$ cat config.mk
export PLATFORM = sky130hd
export DESIGN_NAME = ecp_core
export DESIGN_NICKNAME = d
export VERILOG_FILES = /design/src/ecp_pkg.sv /design/src/ecp_core.sv
export SDC_FILE = /design/constraint.sdc
export NUM_CORES = 1
export LEC_CHECK = 0
export BUFFER_PORTS_ARGS = -buffer_cell sky130_fd_sc_hd__buf_2
export CAP_MARGIN = 40
export CORE_MARGIN = 3
export CORE_UTILIZATION = 45
export DETAILED_ROUTE_END_ITERATION = 16
export GPL_ROUTABILITY_DRIVEN = 0
export REMOVE_ABC_BUFFERS = 1
export SYNTH_ARGS = -nofsm -noshare
export SYNTH_HDL_FRONTEND = slang
export SYNTH_SLANG_ARGS = --single-unit
$ cat constraint.sdc
create_clock -name sys_clk -period 4.32 [get_ports sys_clk]
set_input_delay 0.648 -clock sys_clk [delete_from_list [all_inputs] [get_ports sys_clk]]
set_output_delay 0.648 -clock sys_clk [all_outputs]
set_load 0.05 [all_outputs]
$ cat src/ecp_pkg.sv
// Package for the event capture and auxiliary PWM block
package ecp_pkg;
  // Register byte offsets
  localparam logic [7:0] OFF_COUNTER  = 8'h00;
  localparam logic [7:0] OFF_PHASE    = 8'h04;
  localparam logic [7:0] OFF_CAPTURE_REG_ONE     = 8'h08;
  localparam logic [7:0] OFF_CAPTURE_REG_TWO     = 8'h0C;
  localparam logic [7:0] OFF_CAPTURE_REG_THREE     = 8'h10;
  localparam logic [7:0] OFF_CAPTURE_REG_FOUR     = 8'h14;
  localparam logic [7:0] OFF_CTL_ONE  = 8'h18;
  localparam logic [7:0] OFF_CTL_TWO  = 8'h1C;
  localparam logic [7:0] OFF_INT_EN   = 8'h20;
  localparam logic [7:0] OFF_INT_FLAG = 8'h24;
  localparam logic [7:0] OFF_INT_CLR  = 8'h28;
  localparam logic [7:0] OFF_INT_FRC  = 8'h2C;
  localparam int         ADDR_W       = 8;

  // Control one field positions
  localparam int CTL1_POL0    = 0;  // Polarity of event k at 2k
  localparam int CTL1_RST0    = 1;  // Counter reset of event k at 2k+1
  localparam int CTL1_LDEN    = 8;
  localparam int CTL1_PS_LO   = 9;
  localparam int CTL1_PS_HI   = 13;
  localparam logic [15:0] CTL1_MASK = 16'h3FFF;

  // Control two field positions
  localparam int CTL2_CONT    = 0;
  localparam int CTL2_STOP_LO = 1;
  localparam int CTL2_STOP_HI = 2;
  localparam int CTL2_REARM   = 3;  // Write-one pulse, reads zero
  localparam int CTL2_SYNC_EN = 5;
  localparam int CTL2_SWSYNC  = 8;  // Write-one pulse, reads zero
  localparam int CTL2_MODE    = 9;
  localparam int CTL2_PWMPOL  = 10;
  localparam logic [15:0] CTL2_MASK = 16'h0627;

  // Interrupt flag positions
  localparam int FLG_GLOBAL = 0;
  localparam int FLG_CEVT0  = 1;  // Four capture events at 1..4
  localparam int FLG_OVF    = 5;
  localparam int FLG_PRD    = 6;
  localparam int FLG_CMP    = 7;
  localparam logic [7:0] EVT_MASK = 8'hFE;

  localparam logic [1:0] AXI_OKAY   = 2'h0;
  localparam logic [1:0] AXI_SLVERR = 2'h2;

  typedef struct packed {
    logic       cont;
    logic [1:0] stop_value;
    logic       sync_en;
    logic       mode_pwm;
    logic       pwm_pol;
  } ecp_ctl_s;
endpackage

$ cat src/ecp_core.sv
// Event capture unit with auxiliary PWM and AXI4-Lite registers
// Notes on behaviour
// - Capture input is divided by an even factor 2 to 62 before qualification.
// - Prescale select of zero bypasses the divider entirely.
// - Each of four events picks rising or falling edge independently.
// - Qualified edge loads only the capture register chosen by the sequencer.
// - Two-bit sequencer advances on each qualified event and wraps 3 to 0.
// - One-shot: sequencer equal to stop value freezes sequencer and loads.
// - Re-arm clears sequencer and allows loads if load enable is set.
// - Continuous mode ignores the stop value and fills a circular buffer.
// - A 32-bit counter clocked by the system clock is the time stamp.
// - Sync input or software sync loads the phase value into the counter.
// - Per-event optional counter reset clears counter after the capture.
// - Cleared load enable blocks loads; one-shot stop clears it.
// - Counter wrap from all ones to zero raises an overflow event.
// - Seven events have enables, latched flags, global flag and force.
// - Interrupt pulse only when an enabled flag is set and global is clear.
// - Capture flags only in capture mode, match flags only in PWM mode.
// - PWM mode loads shadows into period and compare only at period match; capture blocks.
// - In PWM mode writing active period or compare also writes its shadow.
// - PWM mode counts up, registers one/two are period/compare, pin drives.
// - Compare zero low, n gives n high cycles, above period high; invert.
//
// The register offsets and the AXI4-Lite interface to the registers were chosen for this implementation.
module ecp_core (
  input  wire logic        sys_clk,        // System clock, 200 MHz
  input  wire logic        rst,            // Synchronous reset, active high
  input  wire logic        sync_in,        // Hardware sync pulse
  input  wire logic        cap_pin_i,      // Shared pin input level
  output logic             cap_pin_o,      // Shared pin output level
  output logic             cap_pin_oe,     // Shared pin drive enable
  output logic             int_pulse,      // Interrupt pulse
  input  wire logic [7:0]  s_axi_awaddr,   // Write address
  input  wire logic        s_axi_awvalid,  // Write address valid
  output logic             s_axi_awready,  // Write address ready
  input  wire logic [31:0] s_axi_wdata,    // Write data
  input  wire logic [3:0]  s_axi_wstrb,    // Write byte strobes
  input  wire logic        s_axi_wvalid,   // Write data valid
  output logic             s_axi_wready,   // Write data ready
  output logic [1:0]       s_axi_bresp,    // Write response
  output logic             s_axi_bvalid,   // Write response valid
  input  wire logic        s_axi_bready,   // Write response ready
  input  wire logic [7:0]  s_axi_araddr,   // Read address
  input  wire logic        s_axi_arvalid,  // Read address valid
  output logic             s_axi_arready,  // Read address ready
  output logic [31:0]      s_axi_rdata,    // Read data
  output logic [1:0]       s_axi_rresp,    // Read response
  output logic             s_axi_rvalid,   // Read data valid
  input  wire logic        s_axi_rready    // Read data ready
);
  ////////////////////////////////////////////////////////////////////////////
  logic [31:0]          counter_reg;
  logic [31:0]          phase_reg;
  logic [31:0]          cap_reg [4];
  logic [15:0]          ctl_one_reg;
  ecp_pkg::ecp_ctl_s    ctl_reg;
  logic [7:0]           int_enable_reg;
  logic [7:0]           int_flag_reg;
  logic [1:0]           event_sequencer;
  logic                 pin_d_reg;
  logic                 ps_level_reg;
  logic [5:0]           ps_count_reg;
  logic [4:0]           ps_sel;
  logic                 prescaled_event_out;
  logic                 ps_prev_reg;
  logic                 rise;
  logic                 fall;
  logic                 edge_hit;
  logic                 capture_load_enable;
  logic [3:0]           capture_load_strobes;
  logic                 load_ok;
  logic                 cnt_clear;
  logic                 counter_overflow_event;
  logic                 period_match_event;
  logic                 compare_match_event;
  logic                 pwm_level;
  logic                 aw_held_reg;
  logic                 w_held_reg;
  logic [7:0]           aw_addr_reg;
  logic [31:0]          w_data_reg;
  logic [3:0]           w_strb_reg;
  logic                 wr_fire;
  logic [31:0]          wr_mask;
  logic                 wr_hit;
  logic                 rd_fire;
  logic [31:0]          rd_val;
  logic                 rd_hit;
  logic                 sw_rearm;
  logic                 sw_sync;
  logic [7:0]           clr_bits;
  logic [7:0]           frc_bits;
  logic [7:0]           evt_raw;
  logic                 armed_reg;

  function automatic logic addr_is(input logic [7:0] a, input logic [7:0] o);
    addr_is = (a == o);
  endfunction

  function automatic logic [31:0] merge(input logic [31:0] old_v,
                                        input logic [31:0] new_v,
                                        input logic [31:0] m);
    merge = (old_v & ~m) | (new_v & m);
  endfunction

  ////////////////////////////////////////////////////////////////////////////
  // AXI4-Lite write: address and data taken in either order
  assign s_axi_awready = !aw_held_reg && !s_axi_bvalid;
  assign s_axi_wready  = !w_held_reg && !s_axi_bvalid;
  assign wr_fire       = aw_held_reg && w_held_reg && !s_axi_bvalid;

  always_ff @(posedge sys_clk) begin
    if (rst) begin
      aw_held_reg <= 1'b0;
      w_held_reg  <= 1'b0;
      aw_addr_reg <= 8'h00;
      w_data_reg  <= 32'h0000_0000;
      w_strb_reg  <= 4'h0;
      s_axi_bvalid <= 1'b0;
      s_axi_bresp  <= ecp_pkg::AXI_OKAY;
    end else begin
      if (s_axi_awvalid && s_axi_awready) begin
        aw_held_reg <= 1'b1;
        aw_addr_reg <= s_axi_awaddr;
      end
      if (s_axi_wvalid && s_axi_wready) begin
        w_held_reg <= 1'b1;
        w_data_reg <= s_axi_wdata;
        w_strb_reg <= s_axi_wstrb;
      end
      if (wr_fire) begin
        aw_held_reg  <= 1'b0;
        w_held_reg   <= 1'b0;
        s_axi_bvalid <= 1'b1;
        s_axi_bresp  <= wr_hit ? ecp_pkg::AXI_OKAY : ecp_pkg::AXI_SLVERR;
      end else if (s_axi_bready) begin
        s_axi_bvalid <= 1'b0;
      end
    end
  end

  always_comb begin
    for (int b = 0; b < 4; b++) begin
      wr_mask[8*b +: 8] = {8{w_strb_reg[b]}};
    end
  end

  always_comb begin
    wr_hit = 1'b1;
    if (addr_is(aw_addr_reg, ecp_pkg::OFF_COUNTER)) wr_hit = 1'b1;
    else if (addr_is(aw_addr_reg, ecp_pkg::OFF_PHASE)) wr_hit = 1'b1;
    else if (aw_addr_reg >= ecp_pkg::OFF_CAPTURE_REG_ONE &&
             aw_addr_reg <= ecp_pkg::OFF_INT_FRC &&
             aw_addr_reg[1:0] == 2'h0) wr_hit = 1'b1;
    else wr_hit = 1'b0;
  end

  // One-cycle command pulses from write-only bits
  assign sw_rearm = wr_fire && addr_is(aw_addr_reg, ecp_pkg::OFF_CTL_TWO)
                    && w_strb_reg[0] && w_data_reg[ecp_pkg::CTL2_REARM];
  assign sw_sync  = wr_fire && addr_is(aw_addr_reg, ecp_pkg::OFF_CTL_TWO)
                    && w_strb_reg[1] && w_data_reg[ecp_pkg::CTL2_SWSYNC];
  assign clr_bits = (wr_fire && addr_is(aw_addr_reg, ecp_pkg::OFF_INT_CLR)
                     && w_strb_reg[0]) ? w_data_reg[7:0] : 8'h00;
  assign frc_bits = (wr_fire && addr_is(aw_addr_reg, ecp_pkg::OFF_INT_FRC)
                     && w_strb_reg[0]) ?
                    (w_data_reg[7:0] & ecp_pkg::EVT_MASK) : 8'h00;

  ////////////////////////////////////////////////////////////////////////////
  // AXI4-Lite read: one cycle latency
  assign s_axi_arready = !s_axi_rvalid;
  assign rd_fire       = s_axi_arvalid && s_axi_arready;

  always_comb begin
    rd_hit = 1'b1;
    rd_val = 32'h0000_0000;
    if (addr_is(s_axi_araddr, ecp_pkg::OFF_COUNTER)) rd_val = counter_reg;
    else if (addr_is(s_axi_araddr, ecp_pkg::OFF_PHASE)) rd_val = phase_reg;
    else if (addr_is(s_axi_araddr, ecp_pkg::OFF_CAPTURE_REG_ONE)) rd_val = cap_reg[0];
    else if (addr_is(s_axi_araddr, ecp_pkg::OFF_CAPTURE_REG_TWO)) rd_val = cap_reg[1];
    else if (addr_is(s_axi_araddr, ecp_pkg::OFF_CAPTURE_REG_THREE)) rd_val = cap_reg[2];
    else if (addr_is(s_axi_araddr, ecp_pkg::OFF_CAPTURE_REG_FOUR)) rd_val = cap_reg[3];
    else if (addr_is(s_axi_araddr, ecp_pkg::OFF_CTL_ONE))
      rd_val = {16'h0000, ctl_one_reg};
    else if (addr_is(s_axi_araddr, ecp_pkg::OFF_CTL_TWO))
      rd_val = {21'h000000, ctl_reg.pwm_pol, ctl_reg.mode_pwm, 3'h0,
                ctl_reg.sync_en, 2'h0, ctl_reg.stop_value, ctl_reg.cont};
    else if (addr_is(s_axi_araddr, ecp_pkg::OFF_INT_EN))
      rd_val = {24'h000000, int_enable_reg};
    else if (addr_is(s_axi_araddr, ecp_pkg::OFF_INT_FLAG))
      rd_val = {24'h000000, int_flag_reg};
    else if (addr_is(s_axi_araddr, ecp_pkg::OFF_INT_CLR)) rd_val = '0;
    else if (addr_is(s_axi_araddr, ecp_pkg::OFF_INT_FRC)) rd_val = '0;
    else rd_hit = 1'b0;
  end

  always_ff @(posedge sys_clk) begin
    if (rst) begin
      s_axi_rvalid <= 1'b0;
      s_axi_rdata  <= 32'h0000_0000;
      s_axi_rresp  <= ecp_pkg::AXI_OKAY;
    end else if (rd_fire) begin
      s_axi_rvalid <= 1'b1;
      s_axi_rdata  <= rd_val;
      s_axi_rresp  <= rd_hit ? ecp_pkg::AXI_OKAY : ecp_pkg::AXI_SLVERR;
    end else if (s_axi_rready) begin
      s_axi_rvalid <= 1'b0;
    end
  end

  ////////////////////////////////////////////////////////////////////////////
  // Control registers
  always_ff @(posedge sys_clk) begin
    if (rst) begin
      ctl_one_reg    <= 16'h0000;
      ctl_reg        <= '0;
      int_enable_reg <= 8'h00;
      phase_reg      <= 32'h0000_0000;
    end else if (wr_fire) begin
      if (addr_is(aw_addr_reg, ecp_pkg::OFF_CTL_ONE))
        ctl_one_reg <= 16'(merge({16'h0000, ctl_one_reg}, w_data_reg,
                             wr_mask)) & ecp_pkg::CTL1_MASK;
      else if (addr_is(aw_addr_reg, ecp_pkg::OFF_CTL_TWO) && w_strb_reg[0]) begin
        ctl_reg.cont       <= w_data_reg[ecp_pkg::CTL2_CONT];
        ctl_reg.stop_value <=
          w_data_reg[ecp_pkg::CTL2_STOP_HI:ecp_pkg::CTL2_STOP_LO];
        ctl_reg.sync_en    <= w_data_reg[ecp_pkg::CTL2_SYNC_EN];
      end
      if (addr_is(aw_addr_reg, ecp_pkg::OFF_CTL_TWO) && w_strb_reg[1]) begin
        ctl_reg.mode_pwm <= w_data_reg[ecp_pkg::CTL2_MODE];
        ctl_reg.pwm_pol  <= w_data_reg[ecp_pkg::CTL2_PWMPOL];
      end
      if (addr_is(aw_addr_reg, ecp_pkg::OFF_INT_EN) && w_strb_reg[0])
        int_enable_reg <= w_data_reg[7:0] & ecp_pkg::EVT_MASK;
      if (addr_is(aw_addr_reg, ecp_pkg::OFF_PHASE))
        phase_reg <= merge(phase_reg, w_data_reg, wr_mask);
    end
    if (!rst && load_ok && armed_reg && !ctl_reg.cont &&
        event_sequencer == ctl_reg.stop_value)
      ctl_one_reg[ecp_pkg::CTL1_LDEN] <= 1'b0;
  end

  ////////////////////////////////////////////////////////////////////////////
  // Event prescaler and edge qualifier
  assign ps_sel = ctl_one_reg[ecp_pkg::CTL1_PS_HI:ecp_pkg::CTL1_PS_LO];

  // Toggle output every ps_sel input rising edges gives divide by 2*ps_sel
  always_ff @(posedge sys_clk) begin
    if (rst) begin
      pin_d_reg    <= 1'b0;
      ps_level_reg <= 1'b0;
      ps_count_reg <= 6'h00;
    end else begin
      pin_d_reg <= cap_pin_i;
      if (ps_sel == 5'h00 || ctl_reg.mode_pwm) begin
        ps_count_reg <= 6'h00;
        ps_level_reg <= 1'b0;
      end else if (cap_pin_i && !pin_d_reg) begin
        if (ps_count_reg + 6'h01 >= {1'b0, ps_sel}) begin
          ps_count_reg <= 6'h00;
          ps_level_reg <= !ps_level_reg;
        end else begin
          ps_count_reg <= ps_count_reg + 6'h01;
        end
      end
    end
  end

  assign prescaled_event_out = (ps_sel == 5'h00) ? cap_pin_i
                                                 : ps_level_reg;

  always_ff @(posedge sys_clk) begin
    if (rst) ps_prev_reg <= 1'b0;
    else     ps_prev_reg <= prescaled_event_out;
  end

  assign rise = prescaled_event_out && !ps_prev_reg;
  assign fall = !prescaled_event_out && ps_prev_reg;
  // Polarity bit 1 selects falling edge for the current event
  assign edge_hit = !ctl_reg.mode_pwm &&
    (ctl_one_reg[ecp_pkg::CTL1_POL0 + 2*event_sequencer] ? fall : rise);
  assign capture_load_enable = ctl_one_reg[ecp_pkg::CTL1_LDEN];
  assign load_ok = edge_hit && capture_load_enable;

  generate
    for (genvar k = 0; k < 4; k++) begin : g_ld
      assign capture_load_strobes[k] =
        load_ok && (event_sequencer == 2'(k));
    end
  endgenerate

  ////////////////////////////////////////////////////////////////////////////
  // Sequencer with one-shot stop
  always_ff @(posedge sys_clk) begin
    if (rst) begin
      event_sequencer <= 2'h0;
      armed_reg       <= 1'b1;
    end else if (sw_rearm) begin
      event_sequencer <= 2'h0;
      armed_reg       <= 1'b1;
    end else if (load_ok && (armed_reg || ctl_reg.cont)) begin
      if (!ctl_reg.cont && event_sequencer == ctl_reg.stop_value)
        armed_reg <= 1'b0;
      else
        event_sequencer <= event_sequencer + 2'h1;
    end
  end

  ////////////////////////////////////////////////////////////////////////////
  // Time base counter
  assign cnt_clear = |(capture_load_strobes & {ctl_one_reg[7],
    ctl_one_reg[5], ctl_one_reg[3], ctl_one_reg[ecp_pkg::CTL1_RST0]});
  assign counter_overflow_event = (counter_reg == 32'hFFFF_FFFF);
  assign period_match_event = ctl_reg.mode_pwm && (counter_reg == cap_reg[0]);
  assign compare_match_event = ctl_reg.mode_pwm && (counter_reg == cap_reg[1]);

  always_ff @(posedge sys_clk) begin
    if (rst)
      counter_reg <= 32'h0000_0000;
    else if ((ctl_reg.sync_en && sync_in) || sw_sync)
      counter_reg <= phase_reg;
    else if (wr_fire && addr_is(aw_addr_reg, ecp_pkg::OFF_COUNTER))
      counter_reg <= merge(counter_reg, w_data_reg, wr_mask);
    else if (cnt_clear && armed_reg || cnt_clear && ctl_reg.cont)
      counter_reg <= 32'h0000_0000;
    else if (period_match_event)
      counter_reg <= 32'h0000_0000;
    else
      counter_reg <= counter_reg + 32'h0000_0001;
  end

  ////////////////////////////////////////////////////////////////////////////
  // Capture and shadow registers
  generate
    for (genvar k = 0; k < 4; k++) begin : g_cap
      logic sw_wr;
      logic act_wr;
      assign sw_wr = wr_fire && addr_is(aw_addr_reg,
                       ecp_pkg::OFF_CAPTURE_REG_ONE + 8'(4*k));
      // In PWM mode, writes to active registers one/two are mirrored into the shadows
      assign act_wr = (k >= 2) && ctl_reg.mode_pwm && wr_fire &&
        addr_is(aw_addr_reg, ecp_pkg::OFF_CAPTURE_REG_ONE + 8'(4*(k-2)));
      always_ff @(posedge sys_clk) begin
        if (rst)
          cap_reg[k] <= 32'h0000_0000;
        else if (sw_wr || act_wr)
          cap_reg[k] <= merge(cap_reg[k], w_data_reg, wr_mask);
        else if (k < 2 && period_match_event)
          cap_reg[k] <= cap_reg[(k+2)%4];
        else if (capture_load_strobes[k] && (armed_reg || ctl_reg.cont))
          cap_reg[k] <= counter_reg;
      end
    end
  endgenerate

  ////////////////////////////////////////////////////////////////////////////
  // Load enable is cleared by the one-shot stop via the control register
  // Interrupt flags, force, clear and pulse
  always_comb begin
    evt_raw = 8'h00;
    for (int k = 0; k < 4; k++)
      evt_raw[ecp_pkg::FLG_CEVT0 + k] = capture_load_strobes[k] &&
        (armed_reg || ctl_reg.cont) && !ctl_reg.mode_pwm;
    evt_raw[ecp_pkg::FLG_OVF] = counter_overflow_event;
    evt_raw[ecp_pkg::FLG_PRD] = period_match_event;
    evt_raw[ecp_pkg::FLG_CMP] = compare_match_event;
  end

  logic int_fire;
  assign int_fire = |(int_flag_reg & int_enable_reg & ecp_pkg::EVT_MASK)
                    && !int_flag_reg[ecp_pkg::FLG_GLOBAL];

  always_ff @(posedge sys_clk) begin
    if (rst) begin
      int_flag_reg <= 8'h00;
      int_pulse    <= 1'b0;
    end else begin
      // Set wins over clear for every bit
      int_flag_reg <= (int_flag_reg & ~clr_bits) | evt_raw | frc_bits
                      | {7'h00, int_fire};
      int_pulse <= int_fire;
    end
  end

  ////////////////////////////////////////////////////////////////////////////
  // PWM output: high while counter below compare, inverted when pwm_pol is set
  assign pwm_level = (counter_reg < cap_reg[1]);
  always_ff @(posedge sys_clk) begin
    if (rst) begin
      cap_pin_o  <= 1'b0;
      cap_pin_oe <= 1'b0;
    end else begin
      cap_pin_oe <= ctl_reg.mode_pwm;
      cap_pin_o  <= ctl_reg.mode_pwm && (pwm_level ^ ctl_reg.pwm_pol);
    end
  end
endmodule

Word level (Yosys, flattened, before mapping)
Memory sizes are Yosys's and may differ from the RTL's.
Index checks and enable logic that the tools add are counted.
{"block": "op_classes", "bitwise": 36, "addsub": 3, "magnitude_cmp": 5, "n_mux": 91, "reduce_logical": 98, "eq_ne": 28}
{"op": "32-bit 2-to-1 mux", "n": 20}
{"op": "32-bit AND", "n": 7}
{"op": "32-bit OR", "n": 6}
{"op": "32-bit equality test", "n": 2}
{"op": "8-bit by 5-bit equality test with 1-bit output, second input constant", "n": 8}
{"op": "1-bit 2-to-1 mux", "n": 61}
{"op": "1-bit logical AND", "n": 59}
{"op": "8-bit by 6-bit equality test with 1-bit output, second input constant", "n": 7}
{"op": "32-bit by 1-bit adder with 32-bit output, second input constant", "n": 1}
{"op": "32-bit equality test, second input constant", "n": 1}
{"op": "8-bit by 4-bit equality test with 1-bit output, second input constant", "n": 4}
{"op": "32-bit less-than comparator", "n": 1}
{"op": "8-bit 2-to-1 mux", "n": 4}
{"op": "32-bit inverter", "n": 1}
{"op": "8-bit AND", "n": 2}
{"op": "8-bit by 3-bit equality test with 1-bit output, second input constant", "n": 2}
{"op": "8-bit zero test", "n": 2}
{"op": "8-bit OR", "n": 2}
{"op": "14-bit AND", "n": 1}
{"op": "14-bit 2-to-1 mux", "n": 1}
{"op": "14-bit OR", "n": 1}
{"op": "2-bit AND reduction", "n": 7}
{"op": "1-bit zero test", "n": 12}
{"op": "11-bit 2-to-1 mux", "n": 1}
{"op": "other kinds (26)", "n": 48}
{"block": "totals", "ram_bits": 128, "word_cells": 292, "output_inout_bits": 44, "ff_bits": 198, "input_bits": 61, "mem_count": 1}
{"name": "cap_reg", "words": 4, "width": 32, "rd": 4, "rd_clocked_by_memory_dff": 0, "wr": 4, "line": "ecp_core.sv:54", "source": "logic [31:0] cap_reg [4];"}

Depth between registers and ports, before layout
Gate-level depths: netlist of run 1.
{"block": "logic_depth", "ltp_word": 15, "mapped_depth": 11}

Worst setup path before layout of run 1
No wires, ideal clock.
{"block": "synth_timing", "path_type": "register to register", "startpoint": "register s_axi_bvalid", "endpoint": "memory cap_reg[1][0] (netlist: cap_reg[0][32]) (enable)", "synth_period_minus_slack_ps": 3157, "setup_ps": 561, "arrival_time_ps": 2596, "path_stages_with_launch": 8, "slack_ps": 1163, "path_buffers": 2, "path_cell_list": "dfxtp_1 > and3b_1 > clkbuf_1 > nand3_1 > nor2_1 > nor2_1 > clkbuf_1 > nand3_1"}
{"item": "start: declaration", "line": "ecp_core.sv:41", "source": "output logic s_axi_bvalid,"}
{"item": "start signal: assignment", "line": "ecp_core.sv:118", "source": "s_axi_bvalid <= 1'b0;"}
{"item": "start signal: assignment", "line": "ecp_core.sv:133", "source": "s_axi_bvalid <= 1'b1;"}
{"item": "start signal: assignment", "line": "ecp_core.sv:136", "source": "s_axi_bvalid <= 1'b0;"}
{"item": "end: declaration", "line": "ecp_core.sv:54"}

==> flow_summary.json, run 1 <==
{
  "drv_slew": 0,
  "antenna_left": 0,
  "core-area_um2": 40400,
  "num_vias": 18700,
  "drt-initial-drc-count": 2445,
  "overflow": 0,
  "nFillCells": 3795,
  "p_leak_nw": 7.82,
  "h-tree-depth": 2,
  "fin_skew_ns": 0.0217,
  "cts.sinks": 324,
  "routedWlPerCell_um": 26.3,
  "p_per_area_nw_per_um2": 360,
  "hold_viol": 0,
  "cts_tree": "yes",
  "netlist.area_leader.share": 0.210,
  "ctsLongestPathBuffers": 3,
  "cts_resized": 0,
  "endpoint_kind": "flip-flop",
  "synth_compound_area_frac": 0.282,
  "die-height_um": 210,
  "synthSimpleGateAreaFrac": 0.177,
  "syn_area_um2": 18700,
  "worstPathArrival_ns": 3.87,
  "routed_wl_um": 74200,
  "avgSynthCellArea_um2": 8.32,
  "critPathKind": "reg2reg",
  "fin_crit_ns": 3.59,
  "seq_area_frac_synth": 0.416,
  "path_max_fanout": 76,
  "finalCritPeriodShare": 0.832,
  "synth_edf_count": 128,
  "syn_to_final_growth_pct": 13.3,
  "antenna_found_initial": 0,
  "cts_hold_buf": 0,
  "viasPerCell": 6.63,
  "hold_class": "in2reg",
  "synth_common_cells": "nand2_1, o21ai_0, a21oi_1, dfxtp_1, clkbuf_1",
  "peakVddDrop_mv": 0.250,
  "num_io_pins": 105,
  "clockRootBuffer": "clkbuf_16",
  "ys_ff_latch": 324,
  "synthArstFlopShare": 0,
  "slew_headroom": 0.318,
  "dp_worst_setup_slack_ns": 0.729,
  "rsz0062_at_grt": "false",
  "final_nets": 2374,
  "post_cts_buffers": 0,
  "start_util": 0.462,
  "clk_latency_ns": 0.59,
  "synth.top_cells.by_area": "dfxtp_1, edfxtp_1, o21ai_0, a21oi_1, nand2_1",
  "synth_cells": 2245,
  "synthFlopType": "dfxtp_1",
  "yosys_warnings": 0,
  "rows": 73,
  "startpoint_type": "flip-flop",
  "fmax_ghz": 0.278,
  "port_buffers": 102,
  "worst_pin_slew_ns": 1.02,
  "drv_cap": 0,
  "drive_gt1_frac": 0.120,
  "yosysMostFrequentCell": "nand2_1",
  "dpl.hpwl_um": 47500,
  "grt_pass1_vias": 17900,
  "clkSlewWorstSetupHoldPaths_ns": 0.06,
  "synth_top_family_by_area": "compound AO/OA/AOI/OAI gates",
  "synthMuxAreaShare": 0.0109,
  "fin_ws_ns": 0.726,
  "die_w_um": 210,
  "design.die.area_um2": 44000,
  "synth_top_cell_by_area": "dfxtp_1",
  "track_usage": 0.327,
  "status": "complete, no violations",
  "cp.required_ns": 4.60,
  "grt_first_pass_wirelength_um": 112000,
  "setup_viol": 0,
  "total_power_w": 0.00761,
  "first_pass_iters": 6,
  "synth_fa_ha_area_frac": 0.0288,
  "drc": 0,
  "post_synth_num_cell_types": 73,
  "grt_max_degree": 93,
  "numCtsBuffers": 39,
  "antenna_cells": 0,
  "synthXorXnorAreaFrac": 0.0300
}
final timing paths:
| kind | end | cells after the start | from | slack (ns) |
|---|---|---|---|---|
| setup / recovery | cap_reg[0][15] | 8 | flip-flop | 0.73 |
| hold / removal | s_axi_rvalid | 2 | s_axi_rready | 0.25 |
| setup reg to reg | cap_reg[0][15] | 8 | flip-flop | 0.73 |
| hold reg to reg | w_data_reg[14] | 2 | w_data_reg[14] | 0.47 |
report_power, final:
| part | switching, W | internal [W] |
|---|---|---|
| combinational | 0.000540 | 0.000220 |
| sequential | 0.000106 | 0.00328 |
| clock | 0.00143 | 0.00203 |
cells in the final DEF (no fill, tap or decap), drive strengths merged, types with 60 or more instances in the layout:
master,n
nand2,280
o21ai,249
a21oi,243
dfxtp,196
buf,178
nor2,147
edfxtp,128
nand3,82
a22oi,77
o2bb2ai,67
inv,60
per-layer routing:
layer  vias up  share of wire  track usage
met1      8926           0.40        0.463
met4         0          0.037        0.125
met3       192           0.12       0.0625
met5         -              0            0
met2      1265           0.44        0.498
li1       8340              -            -
logic make-up after synthesis:
group	Yosys count
XOR/XNOR	64
AO/OA/AOI/OAI	835
AND/OR/NAND/NOR	705
other	1
buffers and inverters	254
multiplexers	19
adder cells (fa/ha/maj)	43
flip-flops	324
worst max-delay path, stage by stage, from the launching register on:
cell and delay, ns:
dfxtp_1 0.60, xor2_1 0.12, nor4_1 0.64, nand4_1 0.16, or3_4 0.57, buf_4 0.31
buf_4 0.41, o21ai_0 0.33, a22oi_1 0.12
layout make-up:
| cell class | instances | area, um^2 | share of cell area |
|---|---|---|---|
| repair buffers | 180 | 1220 | 0.0579 |
| clock buffers | 51 | 1130 | 0.0533 |
| inverters | 57 | 214 | 0.0101 |
| well taps | 525 | 657 | 0.0311 |
| multi-input cells | 1668 | 9960 | 0.471 |
| flip-flops and latches | 324 | 7770 | 0.367 |
| clock inverters | 20 | 198 | 0.00935 |
metrics by stage:
| step | cells | setup TNS, ns | cell area, um^2 | utilization | hold WS, ns |
|---|---|---|---|---|---|
| CTS | 2824 | 0 | 21100 | 0.524 | 0.231 |
| finish | 2825 | 0 | 21100 | 0.524 | 0.253 |
| floorplan | 2049 | -24.72 | 17900 | - | 0.426 |
| global route | 2825 | 0 | 21100 | 0.524 | 0.265 |
| detailed placement | 2753 | 0 | 19800 | 0.491 | 0.463 |
| global placement | 2744 | 0 | 19600 | 0.486 | 0.448 |
Note: power is estimated with default switching activity, not from simulation.
==> run 2: changes to the inputs <==
clock period = 3.2 ns   (was 4.32 ns; I/O delays follow)
==> flow_summary.json, run 2 (synthesis results as in run 1) <==
{
  "status": "complete, no violations",
  "sequentialPowerShare": 0.452,
  "cp_top_family": "simple AND/OR/NAND/NOR gates",
  "finalCritPeriodShare": 0.973,
  "worstPathArrival_ns": 3.40,
  "fmax_ghz": 0.321,
  "worst_pin_slew_ns": 0.950,
  "instances_no_fill": 2856,
  "path_max_fanout": 49,
  "setup_viol": 0,
  "power.share.clock": 0.447,
  "grt_pass1_vias": 18200,
  "clockRootBuffer": "clkbuf_16",
  "drv_cap": 0,
  "power.switching_w": 0.00270,
  "hold_viol": 0,
  "swShare": 0.267,
  "crit_buf_inv": 3,
  "design.die.area_um2": 44000,
  "ctsLongestPathBuffers": 3,
  "track_usage": 0.322,
  "rsz0062_at_grt": "false",
  "p_per_area_nw_per_um2": 472,
  "drv_slew": 0,
  "start_util": 0.462,
  "slew_headroom": 0.366,
  "num_vias": 18800,
  "die_w_um": 210,
  "fin_skew_ns": 0.0228,
  "final_cell_mix": "nand2_1, o21ai_0, a21oi_1, dfxtp_1, nor2_1",
  "drt-initial-drc-count": 2135,
  "first_pass_iters": 6,
  "clkSlewWorstSetupHoldPaths_ns": 0.06,
  "endpoint_kind": "flip-flop",
  "die-height_um": 210,
  "rows": 73,
  "startpoint_type": "flip-flop",
  "cts_resized": 0,
  "place_inst": 2786,
  "h-tree-depth": 2,
  "antenna_cells": 0,
  "layout_commonest_cell": "nand2_1",
  "cts_hold_buf": 0,
  "overflow": 0,
  "dpl.hpwl_um": 47100,
  "p_leak_nw": 7.97,
  "nFillCells": 3870,
  "routed_wl_um": 73000,
  "antenna_left": 0,
  "final_nets": 2406,
  "core-area_um2": 40400,
  "syn_to_final_growth_pct": 14.7,
  "critPathSlowestCell": "nor4_1",
  "critPathKind": "reg2reg",
  "clk_latency_ns": 0.57,
  "p_comb_frac": 0.101,
  "crit_chain": "xor2_1 > nor4_1 > buf_4 > nand4_1 > or3_4 > buf_12 > buf_12 > o21ai_0 > a22oi_1",
  "hold_class": "in2reg",
  "cp.required_ns": 3.48,
  "post_cts_buffers": 0,
  "numCtsBuffers": 39,
  "path_common_cell": "buf_12",
  "antenna_found_initial": 0,
  "drive_gt1_frac": 0.129,
  "fin_crit_ns": 3.12,
  "whs_ns": 0.109,
  "max_stage_delay_ns": 0.67,
  "num_io_pins": 105,
  "grt_first_pass_wirelength_um": 110000,
  "p_int_w": 0.00742,
  "routedWlPerCell_um": 25.6,
  "port_buffers": 102,
  "viasPerCell": 6.57,
  "drc": 0,
  "cts_tree": "yes",
  "grt_max_degree": 65,
  "cts.sinks": 324,
  "peakVddDrop_mv": 0.344
}
==> run 2: cell count changes in the layout (fill, tap and decap cells not counted), moves of 4 or more <==
cell,delta
inv_6,-4
buf_4,+26
buf_12,+12
clkbuf_1,+4
==> run 2: final timing paths <==
kind,startpoint,end,slack [ns],cells after the start
max,cap_reg[0][31],cap_reg[0][27],0.08,9
min,s_axi_rready,s_axi_rvalid,0.11,2
max reg2reg,cap_reg[0][31],cap_reg[0][27],0.08,9
min reg2reg,flip-flop,flip-flop,0.47,2
==> run 2: worst register-to-register path: stages (launching register included) <==
cell	delay [ns]
edfxtp_1	0.43
xor2_1	0.20
nor4_1	0.67
buf_4	0.24
nand4_1	0.09
or3_4	0.45
buf_12	0.19
buf_12	0.19
o21ai_0	0.26
a22oi_1	0.13
==> run 2: area by class of cell <==
cell class | instances | area [um^2] | share of cell area
clock buffer | 56 | 1130 | 0.0529
clock inverter | 14 | 139 | 0.00648
inverter | 57 | 214 | 0.00999
multi-input combinational | 1668 | 9950 | 0.465
sequential | 324 | 7770 | 0.363
tap | 525 | 657 | 0.0307
timing repair buffer | 212 | 1550 | 0.0726
==> run 2: stage by stage <==
stage / TNS [ns] / cell area [um^2] / total power (W) / utilization / worst slack (ns)
final: 0 / 21400 / 0.0101 / 0.531 / 0.0850
after global routing: 0 / 21400 / 0.0104 / 0.531 / 0.0101
after CTS: 0 / 21400 / 0.0101 / 0.531 / 0.171
after detailed placement: 0 / 20100 / 0.00565 / 0.499 / 0.210
after global placement: 0 / 20100 / 0.00563 / 0.498 / 0.270
after floorplan: -137.68 / 17900 / 0.00517 / - / -1.62
==> run 2: layer usage <==
metal	global-route usage	up-vias	routed length, um
li1	-	8404	-
met1	0.438	8956	29300
met2	0.504	1217	32500
met3	0.0716	198	8400
met4	0.120	0	2760
met5	0	-	0
==> run 2: power by group through the flow <==
| stage | registers [W] | clock network [W] | logic [W] |
|---|---|---|---|
| after floorplan | 0.00474 | 0 | 0.000430 |
| after global placement | 0.00465 | 0 | 0.000985 |
| after detailed placement | 0.00465 | 0 | 0.00100 |
| after CTS | 0.00456 | 0.00456 | 0.00101 |
| after global routing | 0.00458 | 0.00470 | 0.00110 |
| final | 0.00457 | 0.00453 | 0.00102 |
